$ cat src/design/spr_pkg.sv
// Package: register map, field positions and reset values
package spr_pkg;

    // ------------------------------------------------------------------
    // Register offsets
    // ------------------------------------------------------------------
    localparam int          ADDR_W           = 7;
    localparam logic [6:0]  ADDR_LOOP_PWR    = 7'h02;
    localparam logic [6:0]  ADDR_REFERENCE_CLOCK_OUT      = 7'h03;

    // ------------------------------------------------------------------
    // Loop power and reference select fields
    // ------------------------------------------------------------------
    localparam int          LP_PWR_OVR       = 0;
    localparam int          LP_A_ON          = 1;
    localparam int          LP_B_GATE        = 2;
    localparam int          LP_B_ON          = 3;
    localparam int          LP_REF_OVR       = 4;
    localparam int          LP_REF_CHOICE    = 5;
    localparam logic [15:0] LOOP_PWR_RST     = 16'h0000;
    localparam logic [15:0] LOOP_PWR_WMASK   = 16'h003F;

    // ------------------------------------------------------------------
    // Reference output and divider enable fields
    // ------------------------------------------------------------------
    localparam int          RO_MODE_LSB      = 30;
    localparam int          RO_ACT_DET       = 28;
    localparam int          RO_SRC_SEL       = 27;
    localparam int          RO_XTAL_KEEP     = 26;
    localparam int          RO_DIV_LSB       = 16;
    localparam logic [31:0] REFERENCE_CLOCK_OUT_RST       = 32'h1000_0000;
    localparam logic [31:0] REFERENCE_CLOCK_OUT_WMASK     = 32'hDC0F_0000;

    // ------------------------------------------------------------------
    // Serial frame layout
    // ------------------------------------------------------------------
    localparam int          CMD_BITS         = 8;
    localparam int          DATA_BITS        = 32;
    localparam logic [5:0]  CMD_LAST         = 6'h07;
    localparam logic [5:0]  DATA_LAST        = 6'h1F;

    typedef enum logic [1:0] {
        SPR_IDLE,
        SPR_CMD,
        SPR_DATA,
        SPR_DONE
    } spr_state_t;

endpackage

$ cat src/design/spr_reg_if.sv
// Interface: register access between serial slave and register file
`timescale 1ns/1ps
`default_nettype none
interface spr_reg_if;
    logic        wr_stb;
    logic [6:0]  addr;
    logic [31:0] wdata;
    logic [31:0] rdata;

    modport slave (
        output wr_stb,
        output addr,
        output wdata,
        input  rdata
    );

    modport regs (
        input  wr_stb,
        input  addr,
        input  wdata,
        output rdata
    );
endinterface
`default_nettype wire

$ cat src/design/spr_spi_slave.sv
// Serial slave: frame shifter feeding the register interface
`timescale 1ns/1ps
`default_nettype none
module spr_spi_slave #(
    parameter int ADDR_BITS = 7
) (
    // Clock and reset
    input  wire logic clock,
    input  wire logic sys_rst,
    // Serial pins
    input  wire logic spi_cs_n,
    input  wire logic spi_sclk,
    input  wire logic spi_sdi,
    output var  logic spi_sdo,
    output var  logic spi_sdo_oe,
    // Register side
    spr_reg_if.slave  bus
);
    if (ADDR_BITS != spr_pkg::ADDR_W) begin : g_chk
        $error("spr_spi_slave: ADDR_BITS must equal 7");
    end

    spr_pkg::spr_state_t state_r, state_nxt;
    logic        sclk_q_r, sclk_q_nxt;
    logic [5:0]  cnt_r, cnt_nxt;
    logic [31:0] in_r, in_nxt;
    logic [31:0] out_r, out_nxt;
    logic        rd_r, rd_nxt;
    logic        load_r, load_nxt;
    logic [6:0]  addr_r, addr_nxt;
    logic [31:0] wdata_r, wdata_nxt;
    logic        wr_r, wr_nxt;
    logic        sdo_r, sdo_nxt;
    logic        oe_r, oe_nxt;
    logic        rise;
    logic        fall;

    // ------------------------------------------------------------------
    // Frame sequencing
    // ------------------------------------------------------------------
    always_comb begin
        rise       = spi_sclk & ~sclk_q_r;
        fall       = ~spi_sclk & sclk_q_r;
        state_nxt  = state_r;
        sclk_q_nxt = spi_sclk;
        cnt_nxt    = cnt_r;
        in_nxt     = in_r;
        out_nxt    = out_r;
        rd_nxt     = rd_r;
        load_nxt   = 1'b0;
        addr_nxt   = addr_r;
        wdata_nxt  = wdata_r;
        wr_nxt     = 1'b0;
        sdo_nxt    = sdo_r;
        oe_nxt     = oe_r;
        if (spi_cs_n) begin
            state_nxt = spr_pkg::SPR_IDLE;
            cnt_nxt   = 6'h00;
            oe_nxt    = 1'b0;
        end else begin
            case (state_r)
                spr_pkg::SPR_IDLE, spr_pkg::SPR_CMD: begin
                    state_nxt = spr_pkg::SPR_CMD;
                    if (rise) begin
                        in_nxt  = {in_r[30:0], spi_sdi};
                        cnt_nxt = cnt_r + 6'h01;
                        if (cnt_r == spr_pkg::CMD_LAST) begin
                            rd_nxt    = in_r[6];
                            addr_nxt  = {in_r[5:0], spi_sdi};
                            cnt_nxt   = 6'h00;
                            load_nxt  = 1'b1;
                            state_nxt = spr_pkg::SPR_DATA;
                        end
                    end
                end
                spr_pkg::SPR_DATA: begin
                    if (load_r) begin
                        out_nxt = bus.rdata;
                        sdo_nxt = bus.rdata[31];
                        oe_nxt  = rd_r;
                    end else if (fall && cnt_r != 6'h00) begin
                        out_nxt = {out_r[30:0], 1'b0};
                        sdo_nxt = out_r[30];
                    end
                    if (rise) begin
                        in_nxt  = {in_r[30:0], spi_sdi};
                        cnt_nxt = cnt_r + 6'h01;
                        if (cnt_r == spr_pkg::DATA_LAST) begin
                            wr_nxt    = ~rd_r;
                            wdata_nxt = {in_r[30:0], spi_sdi};
                            state_nxt = spr_pkg::SPR_DONE;
                        end
                    end
                end
                default: begin
                    state_nxt = spr_pkg::SPR_DONE;
                end
            endcase
        end
    end

    always_ff @(posedge clock) begin
        if (sys_rst) begin
            state_r  <= spr_pkg::SPR_IDLE;
            sclk_q_r <= 1'b0;
            cnt_r    <= 6'h00;
            in_r     <= 32'h0000_0000;
            out_r    <= 32'h0000_0000;
            rd_r     <= 1'b0;
            load_r   <= 1'b0;
            addr_r   <= 7'h00;
            wdata_r  <= 32'h0000_0000;
            wr_r     <= 1'b0;
            sdo_r    <= 1'b0;
            oe_r     <= 1'b0;
        end else begin
            state_r  <= state_nxt;
            sclk_q_r <= sclk_q_nxt;
            cnt_r    <= cnt_nxt;
            in_r     <= in_nxt;
            out_r    <= out_nxt;
            rd_r     <= rd_nxt;
            load_r   <= load_nxt;
            addr_r   <= addr_nxt;
            wdata_r  <= wdata_nxt;
            wr_r     <= wr_nxt;
            sdo_r    <= sdo_nxt;
            oe_r     <= oe_nxt;
        end
    end

    assign bus.wr_stb = wr_r;
    assign bus.addr   = addr_r;
    assign bus.wdata  = wdata_r;
    assign spi_sdo    = sdo_r;
    assign spi_sdo_oe = oe_r;

endmodule // spr_spi_slave
`default_nettype wire

$ cat src/design/spr_top.sv
// Top: loop power, reference select and reference output registers
//
// Summary of operation
// - Loop A uses reference 1 unless override bit 4 and choice bit 5 are both set.
// - With override set, choice bit 1 picks reference 2, 0 reference 1.
// - Loop B on/off bit 3 acts only while gate bit 2 is one.
// - Gate bit 2 at zero holds loop B powered down regardless of bit 3.
// - Power override bit 0 gives loop A power to bit 1, else the pin.
// - With override set, bit 1 written one enables loop A, zero disables.
// - With override clear, bit 1 is read-only and reads the pin level.
// - Bits 31:30 pick reference output mode: CMOS, LVDS, LVPECL, HCSL.
// - Bit 28 enables activity detectors, resets to one, host keeps it one.
// - Bit 27 picks reference output source: one reference 2, zero ref 1.
// - Bit 26 keeps crystal A oscillator running; host normally leaves zero.
// - Crystal A runs whenever reference 1 is selected, keep-alive or not.
// - Bits 19, 18, 17 enable dividers for outputs four, three, two.
// - Bit 16 enables the divider for output one.
`timescale 1ns/1ps
`default_nettype none
module spr_top (
    // Clock and reset
    input  wire logic       clock,
    input  wire logic       sys_rst,
    // Serial host port
    input  wire logic       spi_cs_n,
    input  wire logic       spi_sclk,
    input  wire logic       spi_sdi,
    output var  logic       spi_sdo,
    output var  logic       spi_sdo_oe,
    // Loop power pin
    input  wire logic       loop_a_powerdown_pin,
    // Loop controls
    output var  logic       loop_a_on,
    output var  logic       loop_b_on,
    output var  logic       loop_a_ref_choice,
    // Reference output controls
    output var  logic [1:0] reference_out_mode,
    output var  logic       activity_detect_en,
    output var  logic       reference_out_src,
    output var  logic       crystal_a_enable,
    // Output divider enables, index 0 is output one
    output var  logic [3:0] divider_en
);

    spr_reg_if bus ();

    // ------------------------------------------------------------------
    // Elaboration checks
    // ------------------------------------------------------------------
    if (spr_pkg::RO_MODE_LSB + 2 > 32) begin : g_chk_mode
        $error("spr_top: driver mode field outside the register");
    end
    if (spr_pkg::RO_DIV_LSB + 4 > 32) begin : g_chk_div
        $error("spr_top: divider field outside the register");
    end
    if (spr_pkg::LP_REF_CHOICE > 15) begin : g_chk_loop
        $error("spr_top: loop field outside the register");
    end

    // ------------------------------------------------------------------
    // Address decode
    // ------------------------------------------------------------------
    function automatic logic hits_loop(input logic [6:0] addr);
        return addr == spr_pkg::ADDR_LOOP_PWR;
    endfunction

    function automatic logic hits_reference_clock_out(input logic [6:0] addr);
        return addr == spr_pkg::ADDR_REFERENCE_CLOCK_OUT;
    endfunction

    // ------------------------------------------------------------------
    // Serial slave
    // ------------------------------------------------------------------
    spr_spi_slave #(
        .ADDR_BITS (spr_pkg::ADDR_W)
    ) u_spi (
        .clock      (clock),
        .sys_rst    (sys_rst),
        .spi_cs_n   (spi_cs_n),
        .spi_sclk   (spi_sclk),
        .spi_sdi    (spi_sdi),
        .spi_sdo    (spi_sdo),
        .spi_sdo_oe (spi_sdo_oe),
        .bus        (bus.slave)
    );

    // ------------------------------------------------------------------
    // Register storage
    // ------------------------------------------------------------------
    logic [15:0] lp_r, lp_nxt;
    logic [31:0] ro_r, ro_nxt;

    always_comb begin
        lp_nxt = lp_r;
        ro_nxt = ro_r;
        if (bus.wr_stb) begin
            if (hits_loop(bus.addr)) begin
                lp_nxt = bus.wdata[15:0] & spr_pkg::LOOP_PWR_WMASK;
            end else if (hits_reference_clock_out(bus.addr)) begin
                ro_nxt = bus.wdata & spr_pkg::REFERENCE_CLOCK_OUT_WMASK;
            end
        end
    end

    always_ff @(posedge clock) begin
        if (sys_rst) begin
            lp_r <= spr_pkg::LOOP_PWR_RST;
            ro_r <= spr_pkg::REFERENCE_CLOCK_OUT_RST;
        end else begin
            lp_r <= lp_nxt;
            ro_r <= ro_nxt;
        end
    end

    // ------------------------------------------------------------------
    // Readback
    // ------------------------------------------------------------------
    function automatic logic [31:0] rd_word(
        input logic [6:0]  addr,
        input logic [15:0] lp,
        input logic [31:0] ro,
        input logic        pin
    );
        logic [31:0] w;
        w = 32'h0000_0000;
        if (hits_loop(addr)) begin
            w[15:0] = lp;
            if (!lp[spr_pkg::LP_PWR_OVR]) begin
                w[spr_pkg::LP_A_ON] = pin;
            end
        end else if (hits_reference_clock_out(addr)) begin
            w = ro;
        end
        return w;
    endfunction

    assign bus.rdata = rd_word(bus.addr, lp_r, ro_r, loop_a_powerdown_pin);

    // ------------------------------------------------------------------
    // Loop controls
    // ------------------------------------------------------------------
    logic       a_on_r, a_on_nxt;
    logic       b_on_r, b_on_nxt;
    logic       ref_r, ref_nxt;

    always_comb begin
        if (lp_r[spr_pkg::LP_PWR_OVR]) begin
            a_on_nxt = lp_r[spr_pkg::LP_A_ON];
        end else begin
            a_on_nxt = loop_a_powerdown_pin;
        end
        b_on_nxt = lp_r[spr_pkg::LP_B_GATE]
                 & lp_r[spr_pkg::LP_B_ON];
        ref_nxt  = lp_r[spr_pkg::LP_REF_OVR]
                 & lp_r[spr_pkg::LP_REF_CHOICE];
    end

    always_ff @(posedge clock) begin
        if (sys_rst) begin
            a_on_r <= 1'b0;
            b_on_r <= 1'b0;
            ref_r  <= 1'b0;
        end else begin
            a_on_r <= a_on_nxt;
            b_on_r <= b_on_nxt;
            ref_r  <= ref_nxt;
        end
    end

    // ------------------------------------------------------------------
    // Reference output controls
    // ------------------------------------------------------------------
    logic [1:0] mode_r, mode_nxt;
    logic       act_r, act_nxt;
    logic       src_r, src_nxt;
    logic       xtal_r, xtal_nxt;
    logic [3:0] div_r, div_nxt;
    logic       need_loop_a;
    logic       need_reference_clock_out;

    always_comb begin
        mode_nxt    = ro_r[spr_pkg::RO_MODE_LSB +: 2];
        act_nxt     = ro_r[spr_pkg::RO_ACT_DET];
        src_nxt     = ro_r[spr_pkg::RO_SRC_SEL];
        need_loop_a = ~ref_nxt;
        need_reference_clock_out = ~src_nxt;
        xtal_nxt    = ro_r[spr_pkg::RO_XTAL_KEEP]
                    | need_loop_a
                    | need_reference_clock_out;
        div_nxt     = ro_r[spr_pkg::RO_DIV_LSB +: 4];
    end

    always_ff @(posedge clock) begin
        if (sys_rst) begin
            mode_r <= spr_pkg::REFERENCE_CLOCK_OUT_RST[spr_pkg::RO_MODE_LSB +: 2];
            act_r  <= spr_pkg::REFERENCE_CLOCK_OUT_RST[spr_pkg::RO_ACT_DET];
            src_r  <= spr_pkg::REFERENCE_CLOCK_OUT_RST[spr_pkg::RO_SRC_SEL];
            xtal_r <= 1'b1;
            div_r  <= spr_pkg::REFERENCE_CLOCK_OUT_RST[spr_pkg::RO_DIV_LSB +: 4];
        end else begin
            mode_r <= mode_nxt;
            act_r  <= act_nxt;
            src_r  <= src_nxt;
            xtal_r <= xtal_nxt;
            div_r  <= div_nxt;
        end
    end

    assign loop_a_on          = a_on_r;
    assign loop_b_on          = b_on_r;
    assign loop_a_ref_choice  = ref_r;
    assign reference_out_mode = mode_r;
    assign activity_detect_en = act_r;
    assign reference_out_src  = src_r;
    assign crystal_a_enable   = xtal_r;
    assign divider_en         = div_r;

endmodule // spr_top
`default_nettype wire

$ cat config.mk
export PLATFORM = sky130hd
export DESIGN_NAME = spr_top
export DESIGN_NICKNAME = d
export VERILOG_FILES = /design/src/design/spr_pkg.sv /design/src/design/spr_reg_if.sv /design/src/design/spr_spi_slave.sv /design/src/design/spr_top.sv
export SDC_FILE = /design/constraint.sdc
export NUM_CORES = 1
export LEC_CHECK = 0
export ABC_AREA = 1
export BUFFER_PORTS_ARGS = -buffer_cell sky130_fd_sc_hd__buf_2
export CORE_ASPECT_RATIO = 2
export CORE_MARGIN = 3
export CORE_UTILIZATION = 45
export CTS_CLUSTER_SIZE = 10
export DETAILED_ROUTE_END_ITERATION = 7
export PLACE_DENSITY_LB_ADDON = 0.05
export SYNTH_ARGS = -nofsm -noshare
export SYNTH_HDL_FRONTEND = slang
export SYNTH_SLANG_ARGS = --single-unit
$ cat constraint.sdc
create_clock -name clock -period 4.61 [get_ports clock]
set_input_delay 0.461 -clock clock [delete_from_list [all_inputs] [get_ports clock]]
set_output_delay 0.461 -clock clock [all_outputs]
set_load 0.05 [all_outputs]
==> impl_metrics.csv, run 1 <==
group,metric,value,unit
routing,wl,10640,um
floorplanning,pin_count,20,
routing,vias,4234,
timing,finClkSkew,0.009334,ns
synth,synth_area,0.004969,mm^2
cells_and_area,final_cell_mix,"169 x nand2_1, 141 x nor2_1, 125 x dfxtp_1, 59 x a21oi_1, 54 x inv_1",
routing,first_iter_violations,133,
routing,drt_first_pass_iters,4,
floorplanning,die_h,154.6,um
run,cap_violations,0,
cells_and_area,final.fill_count,1079,
clock_network,cts_setup_buffers,0,
clock_network,root_buffer,"clkbuf_16",
pwr,pwr_density_cell,421.6,mW/mm^2
synth,yosys_warnings,0,
cells_and_area,diodes,0,
cells_and_area,syn_to_final_growth,13.52,%
clock_network,cts_resized,0,
status,outcome,"finished clean",
cells_and_area,layout-drive-gt1-share,8.774,%
worst_setup_path,cp_data_required_time,4.95,ns
clock_network,worstSkewPairLatency,0.41,ns
worst_setup_path,cp-start-kind,"flip-flop",
synth,avgSynthCellArea,7.068,um^2
floorplanning,core_area,0.01068,mm^2
timing,hold_viol,0,
synth,yosys.area.top_type,"dfxtp_1",
worst_setup_path,r2r_setup_slack,1.98,ns
clock_network,tritoncts,"yes",
floorplanning,start_util,46.54,%
timing,rsz0062_at_grt,"false",
clock_network,cts_max_level,4,
clock_network,cts.sinks,125,
grt,grt_pass1_wl,18260,um
timing,timing.hold.ws,0.2930,ns
worst_setup_path,cp_data_arrival_time,2.97,ns
routing,ant_nets,0,
timing,finalSetupViolCount,0,
min_path,hp-class,"input pin to flip-flop",
timing,fmax,380.6,MHz
synth,synthTopCellsByArea,"dfxtp_1 50%, nand2_1 13%, nor2_1 11%",
synth,syn-num-nets,711,
clock_network,cts.clk_slew.worst_paths,0.05,ns
grt,grt_pass1_vias,4043,
grt,gr-total-overflow,0,
min_path,hold_depth,3,
cells_and_area,mostFrequentLayoutCell,"nand2_1",
pwr,vdd_drop_max,0.3039,mV
cells_and_area,layout.nets,716,
floorplanning,dieArea,0.01241,mm^2
clock_network,cts_buffers,17,
synth,ys_ff_latch,125,
cells_and_area,post-route-util,52.83,%
worst_setup_path,path_max_fanout,37,
synth,synthCells,703,
synth,yosysSeqAreaShare,50.37,%
place,place.gp.congestion,0.7669,
worst_setup_path,r2r_cells,7,
clock_network,cts_hold_buf,0,
place,dp_slack,2.015,ns
grt,grt_antenna_before_repair,0,
timing,setup-tns-final,0,ns
place,dpl-instance-area,0.005111,mm^2
timing,fin_ws,1.983,ns
timing,worst-slew-pin-transition,0.9633,ns
floorplanning,die_w,80.30,um
timing,min_period,2.627,ns
routing,vias_per_cell,4.952,
timing,relSlewSlack,35.71,%
routing,drc_errors,0,
worst_setup_path,crit_path_end_kind,"flip-flop",
grt,grt_start_max_net_pins,60,
grt,globalRouteTotalUtil,18.61,%
routing,wire_per_inst,12.44,um
place,io_buffers,19,
synth,synth.distinct_cells,25,
floorplanning,placementRows,53,
synth,yosysTopAreaCellShare,50.37,%
pwr,leakage,0.002401,uW
place,dp_hpwl,7049,um
timing,drv_slew,0,
timing,layout_worst_path_cycle_share,56.99,%
worst_setup_path,critical_path_class,"flip-flop to flip-flop",
clock_network,max-clock-path-buffers,2,
cells_and_area,final_cell_area,0.005640,mm^2
[stage by stage]
| stage | total power (uW) | cells |
|---|---|---|
| after floorplan | 1182 | 703 |
| after global placement | 1201 | 826 |
| after detailed placement | 1202 | 826 |
| after CTS | 2401 | 855 |
| after global routing | 2459 | 855 |
| final | 2378 | 855 |
[logic make-up after synthesis]
group	Yosys count	synth area share (%)
fa+ha+maj	2	0.5036
compound gates	106	10.75
flops	125	50.37
simple gates	375	30.82
buf+inv	95	7.555
[per-layer routing]
layer | vias up | GRT usage [%] | part of all wire [%]
met3 | 15 | 4.662 | 2.5
li1 | 2217 | - | -
met1 | 1956 | 20.96 | 43
met5 | - | 0 | 0
met2 | 46 | 32.32 | 53
met4 | 0 | 8.300 | 1.7
[area by class of cell]
cell class / count / area (um^2) / area share [%]
Sequential cell: 125 / 2502 / 44.37
Multi-Input combinational cell: 483 / 2091 / 37.07
Clock buffer: 20 / 456.7 / 8.097
Inverter: 57 / 214.0 / 3.793
Tap cell: 137 / 171.4 / 3.039
Timing Repair Buffer: 24 / 132.6 / 2.351
Clock inverter: 9 / 72.57 / 1.287
[final timing paths]
path,startpoint,to
worst max-delay path,u_spi.load_r$_SDFF_PP0_,u_spi.out_r[6]$_SDFFE_PP0P_
worst min-delay path,spi_sclk,u_spi.sclk_q_r$_SDFF_PP0_
worst max register to register,u_spi.load_r$_SDFF_PP0_,u_spi.out_r[6]$_SDFFE_PP0P_
worst min register to register,ro_r[19]$_SDFFE_PP0P_,divider_en[3]$_SDFF_PP0_
[synth_stat cells]
cell type and number:
nor2_4 1, inv_1 54, nor3_2 1, a31oi_1 1, nand3_1 51, nand4_1 1
ha_1 2, inv_2 2, clkinv_1 1, or2_2 1, a211oi_1 1, or2_4 1
buf_1 2, nor2_2 1, nor3_1 4, clkbuf_1 21, nand2_4 1, nor2_8 1
o21ai_0 45, nor2_1 141, a21oi_1 59, nand2_1 169, nand2_2 2, buf_2 15
dfxtp_1 125
[registers in the layout, summed over array words and instances (netlist names), 2 cells and up]
register            flops
ro_r                    9
u_spi.state_r           2
lp_r                    6
u_spi.out_r            31
u_spi.in_r             31
reference_out_mode      2
u_spi.bus.wdata        15
divider_en              4
u_spi.cnt_r             6
u_spi.bus.addr          7
[worst max-delay path, stage by stage, from the launching register on]
cell and delay (ns):
dfxtp_1 0.75, inv_1 0.65, nand2_1 0.21, buf_4 0.31
nand2_4 0.28, nand2_1 0.15, nand2_1 0.07, nor2_1 0.11
[power by group]
part	leakage (uW)	internal [uW]	total, uW	switching (uW)
sequential	0.00101	1100	1110	11.2
clock	0.000267	751	1200	447
combinational	0.00112	18.1	67.7	49.6
total	0.00240	1870	2380	508
(Power assumes the default switching activity.)
==> run 2, diff against run 1 <==
==> constraint.sdc (replaced) <==
create_clock -name clock -period 2.6 [get_ports clock]
set_input_delay 0.26 -clock clock [delete_from_list [all_inputs] [get_ports clock]]
set_output_delay 0.26 -clock clock [all_outputs]
set_load 0.05 [all_outputs]
==> run 2 against run 1 <==
Net effect:
- utilization up 0.95 points
- global-route usage down 0.35 points
- non-clock buffer count up 5
- critical endpoint is now u_spi.out_r[2]$_SDFFE_PP0P_
- fmax up 39%
- die area unchanged
- clock-buffer cell count up 3
- largest power group unchanged
==> impl_metrics.csv, run 2 (same netlist as run 1, synthesis figures left out) <==
group,metric,value,unit
cells_and_area,final.fill_count,1072,
routing,met1_length,4533,um
timing,drv_slew,0,
worst_setup_path,critical_path_class,"flip-flop to flip-flop",
grt,globalRouteTotalUtil,18.26,%
floorplanning,dieArea,0.01241,mm^2
clock_network,root_buffer,"clkbuf_16",
floorplanning,start_util,46.54,%
timing,finClkSkew,0.009420,ns
routing,ant_nets,0,
place,io_buffers,19,
floorplanning,die_h,154.6,um
cells_and_area,mostFrequentLayoutCell,"nand2_1",
timing,fmax,529.8,MHz
routing,routed-wl-met2,5632,um
floorplanning,pin_count,20,
routing,first_iter_violations,150,
worst_setup_path,cp_data_required_time,2.89,ns
grt,grt_antenna_before_repair,0,
worst_setup_path,path_max_fanout,37,
timing,min_period,1.888,ns
timing,relSlewSlack,41.28,%
clock_network,cts_max_level,4,
grt,grt_start_max_net_pins,66,
grt,grt_pass1_wl,17980,um
pwr,pwr_density_cell,770.4,mW/mm^2
floorplanning,placementRows,53,
floorplanning,die_w,80.30,um
cells_and_area,multi_input_area,0.002091,mm^2
timing,finalSetupViolCount,0,
min_path,hp-class,"input pin to flip-flop",
place,place.gp.congestion,0.7595,
clock_network,tritoncts,"yes",
floorplanning,core_area,0.01068,mm^2
clock_network,cts_setup_buffers,0,
routing,top_layer,"met4",
worst_setup_path,crit_path_end_kind,"flip-flop",
cells_and_area,post-route-util,53.78,%
clock_network,cts.clk_slew.worst_paths,0.05,ns
routing,wl_met3,241,um
grt,grt_pass1_vias,3908,
pwr,leakage,0.002460,uW
grt,gr-total-overflow,0,
clock_network,cts_resized,0,
cells_and_area,diodes,0,
timing,setup-tns-final,0,ns
clock_network,cts_hold_buf,0,
routing,vias_per_cell,4.850,
routing,wire_per_inst,12.26,um
cells_and_area,layout.nets,721,
timing,rsz0062_at_grt,"false",
status,outcome,"finished clean",
timing,layout_worst_path_cycle_share,72.60,%
clock_network,cts_buffers,17,
worst_setup_path,cp_data_arrival_time,2.18,ns
routing,drc_errors,0,
timing,worst-slew-pin-transition,0.8798,ns
pwr,vdd_drop_max,0.4912,mV
clock_network,cts.sinks,125,
cells_and_area,syn_to_final_growth,15.56,%
routing,wl,10550,um
cells_and_area,final_cell_mix,"169 x nand2_1, 141 x nor2_1, 125 x dfxtp_1, 59 x a21oi_1, 54 x inv_1",
cells_and_area,seqCellArea,0.002502,mm^2
timing,hold_viol,0,
routing,drt_first_pass_iters,4,
clock_network,worstSkewPairLatency,0.41,ns
cells_and_area,layout-drive-gt1-share,9.669,%
routing,vias,4176,
worst_setup_path,cp-start-kind,"flip-flop",
place,dp_hpwl,7023,um
clock_network,max-clock-path-buffers,2,
run,cap_violations,0,
-- run 2: cell count changes in the layout (fill, tap and decap cells not counted) --
cell / delta
buf_4: +5
clkbuf_8: +4
clkinv_2: -2
bufinv_16: +1
clkbuf_1: -1
clkinvlp_4: -1
-- run 2: critical path, cell delays in order, from the launching register on --
cell,delay [ns]
dfxtp_1,0.36
inv_1,0.07
ha_1,0.20
nand3_1,0.08
nand2_1,0.05
nand2_1,0.37
nand2_4,0.35
nor2_1,0.22
nor2_1,0.07
-- run 2: stage by stage --
step	total power [uW]	hold slack (ns)	cell area (um^2)	cells	setup slack, ns
final	4423	0.1045	5742	861	0.7124
after detailed placement	2133	0.4370	5149	831	0.7158
after CTS	4471	0.08445	5742	861	0.7175
after global routing	4576	0.1100	5742	861	0.5340
after floorplan	2096	0.3381	4969	703	1.151
after global placement	2130	0.4398	5149	831	0.8181
-- run 2: layout make-up --
cell class                 instances  area share [%]
tap                              137           2.985
multi-input combinational        483           36.41
inverter                          57           3.726
clock inverter                     7           1.482
sequential                       125           43.58
clock buffer                      23           8.847
timing repair buffer              29           2.964
-- run 2: metal layers --
layer / track usage (%) / up-vias
met5: 0 / -
met2: 32.40 / 36
met3: 4.895 / 12
met4: 6.124 / 0
met1: 20.65 / 1907
li1: - / 2221
-- run 2: final timing paths --
check	startpoint	to	slack [ns]	cells past startpoint
max	u_spi.cnt_r[0]$_SDFFE_PP0P_	u_spi.out_r[2]$_SDFFE_PP0P_	0.71	8
min	spi_sclk	u_spi.sclk_q_r$_SDFF_PP0_	0.10	3
min reg2reg	ro_r[17]$_SDFFE_PP0P_	divider_en[1]$_SDFF_PP0_	0.44	2
max reg2reg	u_spi.cnt_r[0]$_SDFFE_PP0P_	u_spi.out_r[2]$_SDFFE_PP0P_	0.71	8
-- run 2: report_power, final --
part | leakage, uW | total [uW] | switching [uW] | internal (uW)
clock network | 0.000300 | 2330 | 787 | 1540
logic | 0.00115 | 120 | 87.1 | 33.0
registers | 0.00101 | 1970 | 21.3 | 1950
==> run 3, diff against run 2 <==
==> constraint.sdc (replaced) <==
create_clock -name clock -period 1.6 [get_ports clock]
set_input_delay 0.16 -clock clock [delete_from_list [all_inputs] [get_ports clock]]
set_output_delay 0.16 -clock clock [all_outputs]
set_load 0.05 [all_outputs]
==> run 3 against run 2 <==
Net effect:
- largest power group unchanged
- largest cell class unchanged
- global-route usage increased by 0.63 points
- register-to-register slack worse by 0.59 ns
- clock skew down 0.0027 ns
==> impl_metrics.csv, run 3 (same netlist as run 1, synthesis figures left out) <==
group,metric,value,unit
status,outcome,"finished clean",
routing,first_iter_violations,119,
routing,drc_errors,0,
cells_and_area,diodes,0,
timing,hold_viol,0,
place,io_buffers,19,
worst_setup_path,path_max_fanout,8,
floorplanning,start_util,46.54,%
grt,grt_pass1_vias,4048,
pwr,leakage,0.002545,uW
timing,finClkSkew,0.006681,ns
timing,finalSetupViolCount,0,
routing,vias_per_cell,4.926,
worst_setup_path,cp_data_required_time,1.94,ns
clock_network,tritoncts,"yes",
timing,worst-slew-pin-transition,0.3217,ns
worst_setup_path,crit_path_end_kind,"flip-flop",
worst_setup_path,cp-start-kind,"input pin",
routing,wl,10950,um
place,dp_hpwl,7280,um
timing,fmax,663.6,MHz
worst_setup_path,r2r_setup_slack,0.12,ns
place,dpl-instance-area,0.005221,mm^2
cells_and_area,multi_input_area,0.002128,mm^2
floorplanning,core_area,0.01068,mm^2
worst_setup_path,critical_path_class,"input pin to flip-flop",
grt,grt_start_max_net_pins,66,
worst_setup_path,cp_data_arrival_time,1.84,ns
floorplanning,dieArea,0.01241,mm^2
clock_network,cts_max_level,4,
timing,layout_worst_path_cycle_share,94.18,%
timing,drv_slew,0,
cells_and_area,seqCellArea,0.002505,mm^2
clock_network,root_buffer,"clkbuf_16",
grt,globalRouteTotalUtil,18.90,%
clock_network,max-clock-path-buffers,2,
floorplanning,pin_count,20,
clock_network,worstSkewPairLatency,0.41,ns
routing,vias,4300,
timing,min_period,1.507,ns
floorplanning,die_w,80.30,um
grt,grt_pass1_wl,18600,um
timing,relSlewSlack,78.50,%
timing,setup-tns-final,0,ns
cells_and_area,layout.nets,731,
grt,gr-total-overflow,0,
cells_and_area,mostFrequentLayoutCell,"nand2_1",
pwr,vdd_drop_max,0.9101,mV
cells_and_area,syn_to_final_growth,20.57,%
clock_network,cts_buffers,17,
run,cap_violations,0,
clock_network,cts.clk_slew.worst_paths,0.06,ns
routing,wire_per_inst,12.54,um
grt,grt_antenna_before_repair,0,
floorplanning,placementRows,53,
place,place.gp.congestion,0.8410,
pwr,pwr_density_cell,1301,mW/mm^2
floorplanning,die_h,154.6,um
cells_and_area,final_cell_area,0.005991,mm^2
cells_and_area,layout-drive-gt1-share,11.82,%
routing,ant_nets,0,
min_path,hp-class,"input pin to flip-flop",
clock_network,cts.sinks,125,
cells_and_area,final_cell_mix,"167 x nand2_1, 140 x nor2_1, 123 x dfxtp_1, 58 x a21oi_1, 54 x inv_1",
routing,drt_first_pass_iters,4,
cells_and_area,final.fill_count,1078,
-- run 3: cell types whose count changed in the layout (fill, tap and decap cells not counted), moves of 2 or more --
cell        before  now
dfxtp_2          0    2
nand2_1        169  167
buf_4           10   15
clkbuf_1         0    2
clkinv_2         5    1
clkbuf_8         6    3
dfxtp_1        125  123
bufinv_16        2    6
clkinvlp_4       0    2
-- run 3: what timing repair did --
item                       in CTS  in global routing
hold buffers                    1                  0
hold endpoints to repair        1                  0
gates resized for setup         0                 15
setup buffers                   0                  0
setup endpoints to repair       0                 48
-- run 3: metrics by stage --
stage                     util (%)  power (uW)  instances  hold slack, ns  worst slack [ns]
after floorplan                  -        3406        703          0.2381            0.1514
after global placement       48.90        3477        839          0.4034           0.08848
after detailed placement     48.90        3482        839          0.4035           0.03167
after CTS                    55.40        7875        872         0.02276           0.02764
after global routing         56.11        8063        873         0.05354         -0.003505
final                        56.11        7795        873         0.03616           0.09309
-- run 3: report_power, final --
part | switching, uW | total (uW) | internal, uW
sequential | 35.9 | 3210 | 3170
clock | 1330 | 4380 | 3050
combinational | 148 | 213 | 65.3
-- run 3: worst max-delay path: stages --
cell,delay (ns)
dlygate4sd3_1,0.53
buf_2,0.11
inv_1,0.04
nor2_1,0.18
nand2_1,0.18
nor2_4,0.23
clkbuf_16,0.20
nand3_1,0.06
a21oi_1,0.14
-- run 3: layer usage --
| layer | vias to the layer above | part of all wire, % | global-route usage, % |
|---|---|---|---|
| li1 | 2248 | - | - |
| met1 | 1989 | 42 | 21.52 |
| met2 | 48 | 54 | 33.39 |
| met3 | 15 | 2.1 | 4.021 |
| met4 | 0 | 1.6 | 7.736 |
| met5 | - | 0 | 0 |
-- run 3: worst paths after layout --
path | from | endpoint | cells past startpoint
max | spi_sclk | u_spi.bus.wdata[1]$_SDFFE_PP0P_ | 9
min | spi_sdi | u_spi.in_r[0]$_SDFFE_PP0P_ | 3
max reg2reg | u_spi.cnt_r[0]$_SDFFE_PP0P_ | u_spi.bus.wdata[1]$_SDFFE_PP0P_ | 8
min reg2reg | ro_r[30]$_SDFFE_PP0P_ | reference_out_mode[0]$_SDFF_PP0_ | 2
-- run 3: cell type report --
type	count	area share [%]
Clock inverter	10	3.488
Sequential cell	125	41.81
Timing Repair Buffer	39	4.825
Multi-Input combinational cell	483	35.53
Clock buffer	22	7.916
Tap cell	137	2.861
Inverter	57	3.571
